### config.mk
export PLATFORM = sky130hd
export DESIGN_NAME = srgi_top
export DESIGN_NICKNAME = d
export VERILOG_FILES = /design/src/rtl/srgi_pkg.sv /design/src/rtl/srgi_pulse_dec.sv /design/src/rtl/srgi_top.sv
export SDC_FILE = /design/constraint.sdc
export NUM_CORES = 2
export LEC_CHECK = 0
export BUFFER_PORTS_ARGS = -buffer_cell sky130_fd_sc_hd__buf_4
export CAP_MARGIN = 20
export CORE_AREA = 10 10 385 387
export DETAILED_ROUTE_END_ITERATION = 6
export DIE_AREA = 0 0 395 397
export PLACE_DENSITY = 0.71
export SLEW_MARGIN = 10
export SYNTH_ARGS = -nofsm -noshare
export SYNTH_HDL_FRONTEND = slang
export SYNTH_SLANG_ARGS = --single-unit
### constraint.sdc
create_clock -name clk -period 19.4 [get_ports clk]
set_clock_uncertainty 0.05 [all_clocks]
set_input_delay 3.88 -clock clk [delete_from_list [all_inputs] [get_ports clk]]
set_output_delay 3.88 -clock clk [all_outputs]
set_load 0.05 [all_outputs]
### src/rtl/srgi_pkg.sv
// Purpose: shared constants for the servo reference gearing and in-position block
// Assumes: 25 MHz clk, signed 12-bit reference code (+-10 V full scale)
// Notes: register offsets are byte addresses on the plain register port
//
// Behaviour
// Gear divisor accepts 500..16384, defaults to 4096.
// Reference counts scale by 4096 over gear divisor.
// Gearing applies to pulse, analog, serial position; ignored in speed/torque.
// Analog position maps 0..10 V onto 0..90*4096/divisor degrees.
// In position when absolute error is at most the window.
// Window accepts 1..127, one feedback count each.
// In-position output high when in position, low otherwise.
// Lost-phase alarm after error at/over quarter turn for two seconds.
// Disable clears the error and holds it at zero.
// Forward reference means clockwise shaft rotation, every mode.
// Speed mode: +10 V gives 6000 rpm, linear.
// Sign of reference picks direction, magnitude from absolute value.
// Acceleration limit shapes speed steps into an s-curve.
// Speed-mode torque passes low-pass with corner 26 times constant.
// Software keeps torque filter constant at 127 in position mode.
// Torque mode: +10 V gives 10.0 A, linear.
// Host keeps pulses at most 500 kHz and at least 0.8 us wide.
// Host waits 150 ms after power-up before commanding.
// Decoder handles step/dir, A/B quadrature and CW/CCW pulse formats.
// One error accumulator feeds in-position compare and lost-phase timer.
package srgi_pkg;
  // clock and timing
  localparam int CLK_HZ = 25_000_000;
  localparam int LOST_MS = 2000;
  localparam int LOST_CYC = LOST_MS * (CLK_HZ / 1000);
  localparam int SCURVE_DT_US = 1000;
  localparam int SCURVE_CYC = SCURVE_DT_US * (CLK_HZ / 1_000_000);
  localparam int TRQ_DT_US = 10;
  localparam int TRQ_CYC = TRQ_DT_US * (CLK_HZ / 1_000_000);
  localparam int PULSE_MIN_NS = 800;
  localparam int PULSE_MIN_CYC = (PULSE_MIN_NS * (CLK_HZ / 1_000_000) + 999) / 1000;

  // register byte offsets
  localparam logic [5:0] REG_CTRL = 6'h00;
  localparam logic [5:0] REG_GEAR = 6'h04;
  localparam logic [5:0] REG_WINDOW = 6'h08;
  localparam logic [5:0] REG_ACCEL = 6'h0c;
  localparam logic [5:0] REG_TRQ = 6'h10;
  localparam logic [5:0] REG_PTP = 6'h14;
  localparam logic [5:0] REG_STATUS = 6'h18;
  localparam logic [5:0] REG_ERR = 6'h1c;
  localparam logic [5:0] REG_CMDPOS = 6'h20;
  localparam logic [5:0] REG_SPEED = 6'h24;
  localparam logic [5:0] REG_CURRENT = 6'h28;

  // field positions
  localparam int CTRL_MODE_LSB = 0;
  localparam int CTRL_FMT_LSB = 2;
  localparam int CTRL_SRC_LSB = 4;
  localparam int STAT_INPOS = 0;
  localparam int STAT_ALARM = 1;
  localparam int STAT_DIS = 2;

  // ranges and reset values
  localparam logic [14:0] GEAR_MIN = 15'h01f4;
  localparam logic [14:0] GEAR_MAX = 15'h4000;
  localparam logic [14:0] GEAR_RST = 15'h1000;
  localparam logic [17:0] GEAR_NUM = 18'h01000;
  localparam logic [6:0] WIN_MIN = 7'h01;
  localparam logic [6:0] WIN_MAX = 7'h7f;
  localparam logic [6:0] WIN_RST = 7'h0a;
  localparam logic [6:0] ACCEL_RST = 7'h00;
  localparam logic [6:0] TRQ_RST = 7'h7f;
  localparam logic [31:0] QUARTER_REV = 32'h00001000;

  // scaling
  localparam logic signed [25:0] SPD_FULL_RPM = 26'sh0001770;
  localparam logic signed [25:0] CUR_FULL_MA = 26'sh0002710;
  localparam int REF_SHIFT = 11;
  localparam logic [9:0] ALPHA_K = 10'h3ac;
  localparam logic [4:0] TRQ_ALPHA_K = 5'h11;

  typedef enum logic [1:0] {
    SRGI_MODE_POS = 2'b00,
    SRGI_MODE_SPEED = 2'b01,
    SRGI_MODE_TORQUE = 2'b10
  } srgi_mode_t;

  typedef enum logic [1:0] {
    SRGI_FMT_STEPDIR = 2'b00,
    SRGI_FMT_QUAD = 2'b01,
    SRGI_FMT_CWCCW = 2'b10
  } srgi_fmt_t;

  typedef enum logic [1:0] {
    SRGI_SRC_PULSE = 2'b00,
    SRGI_SRC_ANALOG = 2'b01,
    SRGI_SRC_SERIAL = 2'b10
  } srgi_src_t;
endpackage

### src/rtl/srgi_pulse_dec.sv
// Purpose: reference pulse decoder, three formats
// Assumes: pins asynchronous to clk, pulses at least 0.8 us wide
// Notes: outputs one-cycle count pulses, up means forward (clockwise)
`timescale 1ns/1ps
`default_nettype none
module srgi_pulse_dec
  import srgi_pkg::*;
(
  input wire logic clk, // control clock
  input wire logic srst, // sync reset
  input wire logic pin_a, // step / A / clockwise_pulse_input
  input wire logic pin_b, // dir / B / counterclockwise_pulse_input
  input wire logic [1:0] fmt, // pulse format
  output logic cnt_up, // forward count pulse
  output logic cnt_dn // reverse count pulse
);
  // ----------
  // synchronisers
  // ----------
  logic [1:0] meta_q;
  logic [1:0] sync_q;
  logic [1:0] prev_q;
  always_ff @(posedge clk) begin
    if (srst) begin
      meta_q <= 2'b00;
      sync_q <= 2'b00;
      prev_q <= 2'b00;
    end else begin
      meta_q <= {pin_b, pin_a};
      sync_q <= meta_q;
      prev_q <= sync_q;
    end
  end

  // ----------
  // decode
  // ----------
  wire logic a_rise = sync_q[0] & ~prev_q[0];
  wire logic b_rise = sync_q[1] & ~prev_q[1];
  wire logic a_chg = sync_q[0] ^ prev_q[0];
  wire logic b_chg = sync_q[1] ^ prev_q[1];
  // x4 quadrature: A leading B is forward
  wire logic q_up = (a_chg & (sync_q[0] ^ sync_q[1])) | (b_chg & ~(sync_q[0] ^ sync_q[1]));
  wire logic q_dn = (a_chg & ~(sync_q[0] ^ sync_q[1])) | (b_chg & (sync_q[0] ^ sync_q[1]));
  // both channels moving at once is an illegal quadrature jump, dropped
  wire logic q_ok = ~(a_chg & b_chg);

  always_comb begin
    cnt_up = 1'b0;
    cnt_dn = 1'b0;
    case (fmt)
      // step with direction, dir low forward
      SRGI_FMT_STEPDIR: begin
        cnt_up = a_rise & ~sync_q[1];
        cnt_dn = a_rise & sync_q[1];
      end
      // quadrature both edges
      SRGI_FMT_QUAD: begin
        cnt_up = q_up & q_ok;
        cnt_dn = q_dn & q_ok;
      end
      // separate pulse trains
      SRGI_FMT_CWCCW: begin
        cnt_up = a_rise & ~b_rise;
        cnt_dn = b_rise & ~a_rise;
      end
      default: begin
        cnt_up = 1'b0;
        cnt_dn = 1'b0;
      end
    endcase
  end
endmodule
`default_nettype wire

### src/rtl/srgi_top.sv
// Purpose: reference gearing, in-position, lost phase, speed/torque conditioning
// Assumes: enc_pos and ref_code come from logic on clk; pins are asynchronous
// Notes: host must keep pulse timing and the power-up wait, nothing here checks it
//
// Local design decisions: the register addresses and the strobed register port.
`timescale 1ns/1ps
`default_nettype none
module srgi_top
  import srgi_pkg::*;
#(
  parameter int LOST_CYCLES = LOST_CYC, // lost-phase persistence
  parameter int SCURVE_CYCLES = SCURVE_CYC // s-curve update period
) (
  input wire logic clk, // 25 MHz control clock
  input wire logic srst, // sync reset, active high
  input wire logic [5:0] addr, // register byte address
  input wire logic [31:0] wdata, // write data
  input wire logic wr, // write strobe
  input wire logic rd, // read strobe
  output logic [31:0] rdata, // read data, cycle after rd
  input wire logic pin_a, // step / A / clockwise pulse pin
  input wire logic pin_b, // dir / B / counterclockwise pulse pin
  input wire logic drive_disable_input, // disable pin, high disables
  input wire logic signed [11:0] ref_code, // digitised analog reference
  input wire logic signed [31:0] enc_pos, // measured position, counts
  input wire logic signed [15:0] torque_req, // velocity loop torque demand
  output logic in_position_output, // high while in position
  output logic lost_phase_alarm, // sticky alarm
  output logic signed [31:0] cmd_pos, // geared commanded position
  output logic signed [15:0] speed_cmd, // shaped speed, rpm
  output logic speed_dir_cw, // speed direction, high clockwise
  output logic [15:0] speed_mag, // speed magnitude, rpm
  output logic signed [15:0] current_cmd, // torque mode current, mA
  output logic signed [15:0] torque_cmd // torque command, low-pass filtered in speed mode only
);
  // ----------
  // registers
  // ----------
  logic [1:0] mode_q;
  logic [1:0] fmt_q;
  logic [1:0] src_q;
  logic [14:0] gear_q;
  logic [6:0] win_q;
  logic [6:0] accel_q;
  logic [6:0] trqk_q;
  logic signed [31:0] ptp_q;
  logic alarm_q;
  logic [31:0] rdata_q;

  wire logic wr_ctrl = wr & (addr == REG_CTRL);
  wire logic wr_gear = wr & (addr == REG_GEAR);
  wire logic wr_win = wr & (addr == REG_WINDOW);
  wire logic wr_accel = wr & (addr == REG_ACCEL);
  wire logic wr_trq = wr & (addr == REG_TRQ);
  wire logic wr_ptp = wr & (addr == REG_PTP);
  wire logic wr_stat = wr & (addr == REG_STATUS);

  // out-of-range divisor clamped
  wire logic [14:0] gear_w = wdata[14:0];
  wire logic gear_big = (wdata[31:15] != 17'h0) | (gear_w > GEAR_MAX);
  wire logic [14:0] gear_d = gear_big ? GEAR_MAX : (gear_w < GEAR_MIN) ? GEAR_MIN : gear_w;
  // window clamped to 1..127
  wire logic [6:0] win_d = (wdata[31:7] != 25'h0) ? WIN_MAX :
                           (wdata[6:0] < WIN_MIN) ? WIN_MIN : wdata[6:0];

  always_ff @(posedge clk) begin
    if (srst) begin
      mode_q <= SRGI_MODE_POS;
      fmt_q <= SRGI_FMT_STEPDIR;
      src_q <= SRGI_SRC_PULSE;
      // default divisor
      gear_q <= GEAR_RST;
      win_q <= WIN_RST;
      accel_q <= ACCEL_RST;
      trqk_q <= TRQ_RST;
      ptp_q <= 32'sh0;
    end else begin
      if (wr_ctrl) begin
        mode_q <= wdata[CTRL_MODE_LSB +: 2];
        fmt_q <= wdata[CTRL_FMT_LSB +: 2];
        src_q <= wdata[CTRL_SRC_LSB +: 2];
      end
      if (wr_gear) gear_q <= gear_d;
      if (wr_win) win_q <= win_d;
      if (wr_accel) accel_q <= wdata[6:0];
      if (wr_trq) trqk_q <= wdata[6:0];
      if (wr_ptp) ptp_q <= wdata;
    end
  end

  // ----------
  // disable pin and pulse decoder
  // ----------
  logic dis_meta_q;
  logic dis_q;
  always_ff @(posedge clk) begin
    if (srst) begin
      dis_meta_q <= 1'b1;
      dis_q <= 1'b1;
    end else begin
      dis_meta_q <= drive_disable_input;
      dis_q <= dis_meta_q;
    end
  end

  logic dec_up;
  logic dec_dn;
  srgi_pulse_dec u_dec (
    .clk(clk),
    .srst(srst),
    .pin_a(pin_a),
    .pin_b(pin_b),
    .fmt(fmt_q),
    .cnt_up(dec_up),
    .cnt_dn(dec_dn)
  );

  // ----------
  // reference source and gearing
  // ----------
  // position loop only runs in position mode
  wire logic pos_run = (mode_q == SRGI_MODE_POS) & ~dis_q;
  logic signed [31:0] raw_q;
  logic signed [17:0] res_q;
  logic signed [31:0] cmd_q;

  wire logic signed [17:0] div_s = $signed({3'b000, gear_q});
  wire logic drain_up = res_q >= div_s;
  wire logic drain_dn = res_q <= -div_s;
  wire logic gear_busy = drain_up | drain_dn;
  // R4 0..10 V is codes 0..2047, doubled gives a quarter turn before gearing
  wire logic signed [31:0] ana_tgt = ref_code[11] ? 32'sh0 : $signed({19'h0, ref_code, 1'b0});
  wire logic signed [31:0] int_tgt = (src_q == SRGI_SRC_ANALOG) ? ana_tgt : ptp_q;
  wire logic use_pulse = src_q == SRGI_SRC_PULSE;
  // internal targets step one count at a time while the gear is idle
  wire logic int_up = ~use_pulse & ~gear_busy & (raw_q < int_tgt);
  wire logic int_dn = ~use_pulse & ~gear_busy & (raw_q > int_tgt);
  // up counts are forward, clockwise
  wire logic raw_up = pos_run & (use_pulse ? dec_up : int_up);
  wire logic raw_dn = pos_run & (use_pulse ? dec_dn : int_dn);
  // each reference count adds 4096, each divisor drained is one count
  wire logic signed [17:0] res_add = raw_up ? $signed(GEAR_NUM) :
                                     raw_dn ? -$signed(GEAR_NUM) : 18'sh0;
  wire logic signed [17:0] res_sub = drain_up ? div_s : drain_dn ? -div_s : 18'sh0;
  wire logic signed [1:0] cmd_step = drain_up ? 2'sb01 : drain_dn ? 2'sb11 : 2'sb00;

  always_ff @(posedge clk) begin
    if (srst) begin
      raw_q <= 32'sh0;
      res_q <= 18'sh0;
      cmd_q <= 32'sh0;
    end else if (!pos_run) begin
      res_q <= 18'sh0;
    end else begin
      // geared path shared by every position source
      if (raw_up) raw_q <= raw_q + 32'sh1;
      else if (raw_dn) raw_q <= raw_q - 32'sh1;
      res_q <= res_q + res_add - res_sub;
      cmd_q <= cmd_q + 32'(cmd_step);
    end
  end
  assign cmd_pos = cmd_q;

  // ----------
  // position error, in position, lost phase
  // ----------
  logic signed [31:0] enc_prev_q;
  logic signed [31:0] err_q;
  logic [31:0] lost_cnt_q;
  logic inpos_q;
  wire logic signed [31:0] enc_delta = enc_pos - enc_prev_q;
  wire logic [31:0] err_abs = err_q[31] ? 32'(-err_q) : 32'(err_q);
  wire logic err_big = err_abs >= QUARTER_REV;

  always_ff @(posedge clk) begin
    if (srst) begin
      enc_prev_q <= 32'sh0;
      err_q <= 32'sh0;
    end else begin
      enc_prev_q <= enc_pos;
      // disabled drive holds error at zero
      if (!pos_run) err_q <= 32'sh0;
      // single running difference of command and feedback
      else err_q <= err_q + 32'(cmd_step) - enc_delta;
    end
  end

  always_ff @(posedge clk) begin
    if (srst) begin
      inpos_q <= 1'b0;
      lost_cnt_q <= 32'h0;
      alarm_q <= 1'b0;
    end else begin
      // window compare on absolute error
      // high while in position
      inpos_q <= (err_abs <= {25'h0, win_q});
      // continuous quarter-turn error for the full period
      if (!err_big) lost_cnt_q <= 32'h0;
      else if (lost_cnt_q < LOST_CYCLES[31:0]) lost_cnt_q <= lost_cnt_q + 32'h1;
      // set wins over a software clear in the same cycle
      if (err_big && lost_cnt_q == LOST_CYCLES[31:0] - 32'h1) alarm_q <= 1'b1;
      else if (wr_stat && wdata[STAT_ALARM]) alarm_q <= 1'b0;
    end
  end
  assign in_position_output = inpos_q;
  assign lost_phase_alarm = alarm_q;

  // ----------
  // rate enables
  // ----------
  logic [31:0] sc_div_q;
  logic [15:0] tq_div_q;
  wire logic sc_tick = sc_div_q == SCURVE_CYCLES[31:0] - 32'h1;
  wire logic tq_tick = tq_div_q == TRQ_CYC[15:0] - 16'h1;
  always_ff @(posedge clk) begin
    if (srst) begin
      sc_div_q <= 32'h0;
      tq_div_q <= 16'h0;
    end else begin
      sc_div_q <= sc_tick ? 32'h0 : sc_div_q + 32'h1;
      tq_div_q <= tq_tick ? 16'h0 : tq_div_q + 16'h1;
    end
  end

  // ----------
  // speed mode, s-curve shaping
  // ----------
  // full-scale code is 6000 rpm
  wire logic signed [25:0] spd_prod = 26'(ref_code) * SPD_FULL_RPM;
  wire logic signed [15:0] spd_tgt = 16'(spd_prod >>> REF_SHIFT);
  // two cascaded first-order stages give the s-shape; tau tracks 1/accel^2
  wire logic [13:0] acc_sq = 14'(accel_q * accel_q);
  wire logic [23:0] alpha_full = 24'(acc_sq * ALPHA_K);
  wire logic signed [16:0] alpha_s = $signed({1'b0, alpha_full[23:8]});
  logic signed [23:0] s1_q;
  logic signed [23:0] s2_q;
  wire logic signed [23:0] spd_x = {spd_tgt, 8'h00};
  wire logic signed [24:0] d1 = 25'(spd_x) - 25'(s1_q);
  wire logic signed [24:0] d2 = 25'(s1_q) - 25'(s2_q);
  wire logic signed [41:0] p1 = 42'(d1) * 42'(alpha_s);
  wire logic signed [41:0] p2 = 42'(d2) * 42'(alpha_s);
  wire logic spd_run = (mode_q == SRGI_MODE_SPEED) & ~dis_q;

  always_ff @(posedge clk) begin
    if (srst) begin
      s1_q <= 24'sh0;
      s2_q <= 24'sh0;
    end else if (!spd_run) begin
      s1_q <= 24'sh0;
      s2_q <= 24'sh0;
    end else if (accel_q == 7'h00) begin
      s1_q <= spd_x;
      s2_q <= spd_x;
    end else if (sc_tick) begin
      // acceleration-limited s-curve
      s1_q <= s1_q + 24'(p1 >>> 16);
      s2_q <= s2_q + 24'(p2 >>> 16);
    end
  end

  logic signed [15:0] spd_q;
  logic dir_q;
  logic [15:0] mag_q;
  wire logic signed [15:0] spd_now = s2_q[23:8];
  always_ff @(posedge clk) begin
    if (srst) begin
      spd_q <= 16'sh0;
      dir_q <= 1'b1;
      mag_q <= 16'h0;
    end else begin
      spd_q <= spd_now;
      // sign gives direction, magnitude is absolute
      // positive is clockwise
      dir_q <= ~spd_now[15];
      mag_q <= spd_now[15] ? 16'(-spd_now) : 16'(spd_now);
    end
  end
  assign speed_cmd = spd_q;
  assign speed_dir_cw = dir_q;
  assign speed_mag = mag_q;

  // ----------
  // torque filter and torque mode current
  // ----------
  // filter bypassed outside speed mode
  wire logic [11:0] ta_full = 12'(trqk_q * TRQ_ALPHA_K);
  wire logic signed [12:0] ta_s = $signed({1'b0, ta_full});
  logic signed [23:0] tf_q;
  wire logic signed [23:0] trq_x = {torque_req, 8'h00};
  wire logic signed [24:0] td = 25'(trq_x) - 25'(tf_q);
  wire logic signed [37:0] tp = 38'(td) * 38'(ta_s);
  always_ff @(posedge clk) begin
    if (srst) tf_q <= 24'sh0;
    else if (mode_q != SRGI_MODE_SPEED) tf_q <= trq_x;
    // corner of 26 per unit of the constant, 10 us step
    else if (tq_tick) tf_q <= tf_q + 24'(tp >>> 16);
  end
  assign torque_cmd = tf_q[23:8];

  // full-scale code is 10000 mA
  wire logic signed [25:0] cur_prod = 26'(ref_code) * CUR_FULL_MA;
  logic signed [15:0] cur_q;
  always_ff @(posedge clk) begin
    if (srst) cur_q <= 16'sh0;
    else if ((mode_q == SRGI_MODE_TORQUE) && !dis_q) cur_q <= 16'(cur_prod >>> REF_SHIFT);
    else cur_q <= 16'sh0;
  end
  assign current_cmd = cur_q;

  // ----------
  // read port
  // ----------
  wire logic [31:0] ctrl_rd = {26'h0, src_q, fmt_q, mode_q};
  wire logic [31:0] stat_rd = {29'h0, dis_q, alarm_q, inpos_q};
  logic [31:0] rd_mux;
  always_comb begin
    case (addr)
      REG_CTRL: rd_mux = ctrl_rd;
      REG_GEAR: rd_mux = {17'h0, gear_q};
      REG_WINDOW: rd_mux = {25'h0, win_q};
      REG_ACCEL: rd_mux = {25'h0, accel_q};
      REG_TRQ: rd_mux = {25'h0, trqk_q};
      REG_PTP: rd_mux = ptp_q;
      REG_STATUS: rd_mux = stat_rd;
      REG_ERR: rd_mux = err_q;
      REG_CMDPOS: rd_mux = cmd_q;
      REG_SPEED: rd_mux = 32'(spd_q);
      REG_CURRENT: rd_mux = 32'(cur_q);
      default: rd_mux = 32'h0;
    endcase
  end
  always_ff @(posedge clk) begin
    if (srst) rdata_q <= 32'h0;
    else rdata_q <= rd ? rd_mux : 32'h0;
  end
  assign rdata = rdata_q;
endmodule
`default_nettype wire

# [Word-level counts from Yosys, hierarchy flattened]
# Cells that the tools add are included.
[op_classes] n_addsub=20 n_reduce_logical=26 mul=8 n_bitwise=50 div_mod_pow=0 muxes=29 order_cmp=10 n_eq_ne=19 shift=0
[op_table] cell="$pmux 32 s11" n=1
[op_table] cell="$mux 24" n=6
[op_table] cell="$mux 32" n=4
[op_table] cell="$mul 25x17->40" n=2
[op_table] cell="$mux 18" n=4
[op_table] cell="$add 32x1->32 const B" n=2
[op_table] cell="$add 32x2->32" n=2
[op_table] cell="$sub 32x32->32" n=2
[op_table] cell="$sub 24x24->25" n=2
[op_table] cell="$add 24x24->24" n=2
[op_table] cell="$mux 15" n=3
[op_table] cell="$mul 25x13->38" n=1
[op_table] cell="$add 32x2->32 const B" n=1
[op_table] cell="$eq 32x15->1 const B" n=1
[op_table] cell="$eq 32x26->1 const B" n=1
[op_table] cell="$ge 32x13->1 const B" n=1
[op_table] cell="$gt 32x32->1" n=1
[op_table] cell="$le 32x7->1" n=1
[op_table] cell="$lt 32x26->1 const B" n=1
[op_table] cell="$lt 32x32->1" n=1
[op_table] cell="$neg 32->32" n=1
[op_table] cell="$sub 32x2->32 const B" n=1
[op_table] cell="$and 1x1->1" n=27
[op_table] cell="$reduce_bool 25->1" n=1
[op_table] cell="other kinds (43)" n=93
[totals] latchBits=0 in_bits=105 ramBits=0 elab_cells=197 rom_bits=0 output_inout_bits=131 n_memories=0 reg_bits=462

# [Depth between registers and ports, before layout]
[depth] ltp_word=12 ltp_mapped=69 mapped_depth_nobuf=66

# [Modules after synthesis]
# From an unflattened synthesis, not the netlist that was laid out.
[unflattened] hier_cells=9024 hier_area_um2=76947.5
[modules_own_cells] mod="srgi_top" cells_each=8995 n_inst=1 seq_area_each_um2=9108.7 area_each_um2=76657.3
[modules_own_cells] mod="srgi_pulse_dec" cells_each=29 n_inst=1 seq_area_each_um2=120.1 area_each_um2=290.3

# [Least setup slack after synthesis]
# Ideal clock, no wire load.
[synth_timing] path_type="input to register" from="input ref_code[3]" to="register s1_q[23]" t_arrival_ps=16659 path_stages=55 setup_time_ps=87 required_ps=19263 n_path_buf=1 setup_slack_ps=2604 path_cell_list="fa_1 > fa_1 > fa_1 > inv_1 > fa_1 > inv_1 > fa_1 > ha_1 > nand3_1 > nor3_1 > nor4_1 > o31ai_1 > o21ai_0 > xnor2_1 > ha_1 > and2_1 > nand3_1 > nand3_1 > (+19 left out) > nor3_1 > a21oi_1 > nor2b_1 > o21a_1 > o21a_1 > o21a_1 > nor2_1 > ha_1 > nand2_1 > or2_2 > o211ai_1 > nand2_1 > o211a_1 > a211o_1 > xnor2_1 > xnor2_1 > xnor2_1 > o31ai_1"
[synth_via] elab_chain_cells=6
[synth_lines] element="start: declaration" line="srgi_top.sv:24" source="input wire logic signed [11:0] ref_code,"
[synth_lines] element="$mul 12x10->22 (*)" line="srgi_top.sv:229" source="wire logic signed [25:0] spd_prod = 26'(ref_code) * SPD_FULL_RPM;"
[synth_lines] element="$sub 23x24->25" line="srgi_top.sv:238" source="wire logic signed [24:0] d1 = 25'(spd_x) - 25'(s1_q);"
[synth_lines] element="$mul 25x17->40" line="srgi_top.sv:240" source="wire logic signed [41:0] p1 = 42'(d1) * 42'(alpha_s);"
[synth_lines] element="$add 24x24->24" line="srgi_top.sv:256" source="s1_q <= s1_q + 24'(p1 >>> 16);"
[synth_lines] element="$mux 24" line="srgi_top.sv:254" source="end else if (sc_tick) begin"
[synth_lines] element="$mux 24 (*)" line="srgi_top.sv:251" source="end else if (accel_q == 7'h00) begin"
[synth_lines] element="end signal: assignment" line="srgi_top.sv:252" source="s1_q <= spd_x;"
[synth_lines] element="end signal: assignment" line="srgi_top.sv:256"
[synth_lines] element="end: declaration" line="srgi_top.sv:235" source="logic signed [23:0] s1_q;"
# Every way passes the cells marked *; elsewhere a longest branch is shown, timed or not. The select of a mux whose other input is x is not followed.
# A chain may end at the register's enable or synchronous reset.

# [Worst setup path in the final report]
[layout_timing] from="register accel_q[2]" to="register s1_q[22]"
[layout_via] elab_chain_cells=6 elab_cells_between_ends=8 cone_classes="add/sub (1); mul (3); mux (2); reduce/logical (2)"
[layout_lines] element="start: declaration" line="srgi_top.sv:44" source="logic [6:0] accel_q;"
[layout_lines] element="start signal: assignment" line="srgi_top.sv:85" source="if (wr_accel) accel_q <= wdata[6:0];"
[layout_lines] element="$mul 7x7->14" line="srgi_top.sv:232" source="wire logic [13:0] acc_sq = 14'(accel_q * accel_q);"
[layout_lines] element="$mul 14x8->22" line="srgi_top.sv:233" source="wire logic [23:0] alpha_full = 24'(acc_sq * ALPHA_K);"
[layout_lines] element="$mul 25x17->40" line="srgi_top.sv:240"
[layout_lines] element="$add 24x24->24" line="srgi_top.sv:256"
[layout_lines] element="$mux 24" line="srgi_top.sv:254"
[layout_lines] element="$mux 24" line="srgi_top.sv:251"
# Several ways; a longest one is shown, not always the timed one. The select of a mux whose other input is x is not followed.

==> results by group <==
Layout
  – Fill cell count: 12702
  – NumNets Final: 11254
  – Non-filler instance count after layout: 11076
  – Total area of multi-input combinational cells: 60200 µm²
  – Fraction of final layout cells with drive strength greater than 1: 0.0596
  – Footprint of the flip-flops and latches: 9230 µm²
  – Area growth, synth to finish: 7.93%

Worst setup path
  – Required time worst endpoint: 19890 ps
  – Slowest stage cell on the critical path: sky130_fd_sc_hd__dfxtp_1
  – Maximum single-stage delay on the critical path: 600 ps
  – Crit start category: flip-flop
  – Max FO, Critical Path: 41
  – Setup Crit Path Kind: flip-flop to flip-flop
  – Most frequent cell on the critical path: sky130_fd_sc_hd__fa_1
  – WP data arrival: 18210 ps
  – Kind of capture point of the worst setup path: flip-flop

Logic synthesis
  – Largest area contributor in the netlist: sky130_fd_sc_hd__fa_1
  – Leading cell types by total area after synthesis: sky130_fd_sc_hd__fa_1 32%, sky130_fd_sc_hd__ha_1 13%, sky130_fd_sc_hd__dfxtp_1 12%
  – Syn. warnings: 0
  – Post-synthesis register bit count: 461
  – Mapped Avg Cell Area: 8.49 µm²
  – Area of the mapped netlist: 76700 µm²
  – Post-Syn Instances: 9033
  – Register area share after synthesis: 0.120
  – Post-synth EDFFs: 0
  – Fraction of registers with async set/reset: 0
  – Flip-flop cell with the highest count after synthesis: sky130_fd_sc_hd__dfxtp_1
  – Area share of the leading cell type in the synthesized netlist: 0.320
  – Unique cell type count in the Yosys netlist: 80

GRT
  – Met1 Use GR: 0.362
  – Overall routing resource usage: 0.277
  – First-pass GRT wire length: 351000 µm
  – Number of global-route vias before repair: 64793
  – Number of antenna violations at the first check in global routing: 12
  – Met2 Track Usage GR: 0.455
  – GRT Max-Usage Layer: met2
  – GR met3 Demand/Resource: 0.0414
  – Largest net degree at the start of global routing: 87
  – Total global routing overflow: 0

Timing
  – Normalized max-slew margin: 0.248
  – Final critical delay including setup and external delays: 17720 ps
  – Final-report setup violation count: 0
  – Share of the clock period used by the worst path after layout: 0.913
  – RSZ-0062 raised after global routing: no
  – Final hold viol count: 0
  – Setup TNS: 0 ps
  – Transition time at the pin with the least slew margin: 1100 ps
  – Worst hold slack after final layout: 364 ps
  – Pins over their slew limit: 0
  – Peak Freq: 56.4 MHz

Outcome
  – Outcome: complete, but fails checks
  – Violations in the final reports: DRC

Floorplan
  – Width of the die: 395 µm
  – Area of the core region: 141000 µm²
  – # rows: 138
  – Floorplan die height: 397 µm
  – Area enclosed by the die boundary: 157000 µm²
  – Count of boundary I/O pins: 236
  – Effective utilization at floorplan: 0.546

Clock network
  – Clock latency of the later-clocked register in the worst-skew pair: 700 ps
  – Longest Clk Path Bufs: 3
  – Number of buffers inserted by hold repair at cts: 0
  – Post-CTS clock slew at the launch and capture registers of the worst setup and hold paths: 60 ps
  – Buffer type at the clock tree root: sky130_fd_sc_hd__clkbuf_16
  – H-tree levels: 2
  – Post-CTS resize count: 0
  – Count of buffers added by post-CTS timing repair for setup: 0
  – Clock sink count: 461
  – CTS Buf Count: 57
  – TritonCTS clock tree: built

Drt
  – Vias after detailed routing: 62586
  – First-iteration detailed-routing DRC count: 4803
  – Number of search-and-repair iterations in the first detailed-routing pass: 7
  – Wire per inst: 19.7 µm
  – Final antenna-violating net count: 0
  – Detail-routed via count per cell: 5.65
  – Total wire length: 218000 µm
  – Number of design rule violations left after detail routing: 16

Placement
  – # port buffers: 235
  – DP Cell Count: 10951
  – Post-detailed-placement half-perimeter wirelength: 175000 µm
  – Routability Congestion: 0.947

Worst hold path
  – Hold Path Class: flip-flop to flip-flop

Job
  – Number of max-capacitance violations reported: 0
==> metal layers <==
layer	wire length (µm)	share of wire
met5	0	0
met3	16900	0.078
met4	11200	0.051
met2	101000	0.46
met1	88500	0.41
==> state kept, by name, indices dropped and copies added (netlist names), 15 cells and up <==
name / flops
err_q: 32
ptp_q: 32
speed_cmd: 16
sc_div_q: 32
enc_prev_q: 32
current_cmd: 15
s1_q: 24
s2_q: 24
tf_q: 24
rdata: 32
raw_q: 32
res_q: 18
gear_q: 15
cmd_pos: 32
speed_mag: 15
lost_cnt_q: 32
tq_div_q: 16
==> placed cells by master, fill, tap and decap left out, types with 125 or more instances in the layout <==
| cell type | instances |
|---|---|
| sky130_fd_sc_hd__ha_1 | 795 |
| sky130_fd_sc_hd__xor2_1 | 181 |
| sky130_fd_sc_hd__nor2b_1 | 170 |
| sky130_fd_sc_hd__a21o_1 | 125 |
| sky130_fd_sc_hd__buf_4 | 351 |
| sky130_fd_sc_hd__xnor2_1 | 314 |
| sky130_fd_sc_hd__a21oi_1 | 431 |
| sky130_fd_sc_hd__nand2_1 | 1126 |
| sky130_fd_sc_hd__o21ai_0 | 215 |
| sky130_fd_sc_hd__inv_1 | 1657 |
| sky130_fd_sc_hd__and2_1 | 167 |
| sky130_fd_sc_hd__dfxtp_1 | 461 |
| sky130_fd_sc_hd__nor2_1 | 699 |
| sky130_fd_sc_hd__fa_1 | 1228 |
==> path summary, 6_finish.rpt <==
| kind | start | end | slack, ps | cells past startpoint |
|---|---|---|---|---|
| max | accel_q[2] | s1_q[22] | 1680 | 61 |
| min | dis_meta_q | dis_q | 360 | 1 |
| max reg2reg | accel_q[2] | s1_q[22] | 1680 | 61 |
| min reg2reg | dis_meta_q | dis_q | 360 | 1 |
==> cell families (layout without fill, tap and decap cells) <==
| family | after synthesis | in the layout | synth area share |
|---|---|---|---|
| AND/OR/NAND/NOR | 2789 | 2789 | 0.166 |
| adder cells (fa/ha/maj) | 2023 | 2023 | 0.450 |
| buffers and inverters | 1985 | 2126 | 0.0984 |
| AO/OA/AOI/OAI | 1214 | 1214 | 0.100 |
| XOR/XNOR | 516 | 516 | 0.0591 |
| flip-flops | 461 | 461 | 0.120 |
| multiplexers | 44 | 44 | 0.00577 |
| other | 1 | 13 | 0.0000489 |
==> worst max-delay path, delay by kind of cell (launching register included) <==
kind            cells  cell delay, ps
flops               1             600
buf+inv             9            1170
xor+xnor            6            1940
fa+ha+maj          18            7860
compound gates     18            4190
simple gates       10            1770
==> area by class of cell <==
class | instances | share of cell area
clock buffers | 64 | 0.0179
inverters | 1657 | 0.0751
multi-input cells | 6588 | 0.727
diodes | 11 | 0.000332
flip-flops and latches | 461 | 0.111
repair buffers | 361 | 0.0340
well taps | 1890 | 0.0286
clock inverters | 44 | 0.00555
==> metrics by stage <==
stage | cell area [µm²] | util | setup slack (ps)
final | 82800 | 0.589 | 1680
after global routing | 82800 | 0.589 | 553
after CTS | 82700 | 0.588 | 1810
after detailed placement | 80700 | 0.574 | 1450
after global placement | 80700 | 0.574 | 1650
after floorplan | 76700 | - | 2600
==> cell usage after synthesis, types with 53 or more instances <==
master                     number
sky130_fd_sc_hd__xnor2_1      329
sky130_fd_sc_hd__a21oi_1      432
sky130_fd_sc_hd__a31oi_1       53
sky130_fd_sc_hd__inv_1       1657
sky130_fd_sc_hd__nor3_1       128
sky130_fd_sc_hd__ha_1         795
sky130_fd_sc_hd__o21ai_0      215
sky130_fd_sc_hd__nand2b_1     120
sky130_fd_sc_hd__a21o_1       125
sky130_fd_sc_hd__and2_1       167
sky130_fd_sc_hd__xor2_1       186
sky130_fd_sc_hd__o21bai_1      58
sky130_fd_sc_hd__clkbuf_1     302
sky130_fd_sc_hd__nand3_1      116
sky130_fd_sc_hd__nor2_1       702
sky130_fd_sc_hd__nor2b_1      171
sky130_fd_sc_hd__fa_1        1228
sky130_fd_sc_hd__dfxtp_1      461
sky130_fd_sc_hd__nand4_1       53
sky130_fd_sc_hd__nand2_1     1126
Power is not shown: default switching activity piles up to over one toggle a cycle in this logic, so the estimate is an artifact.
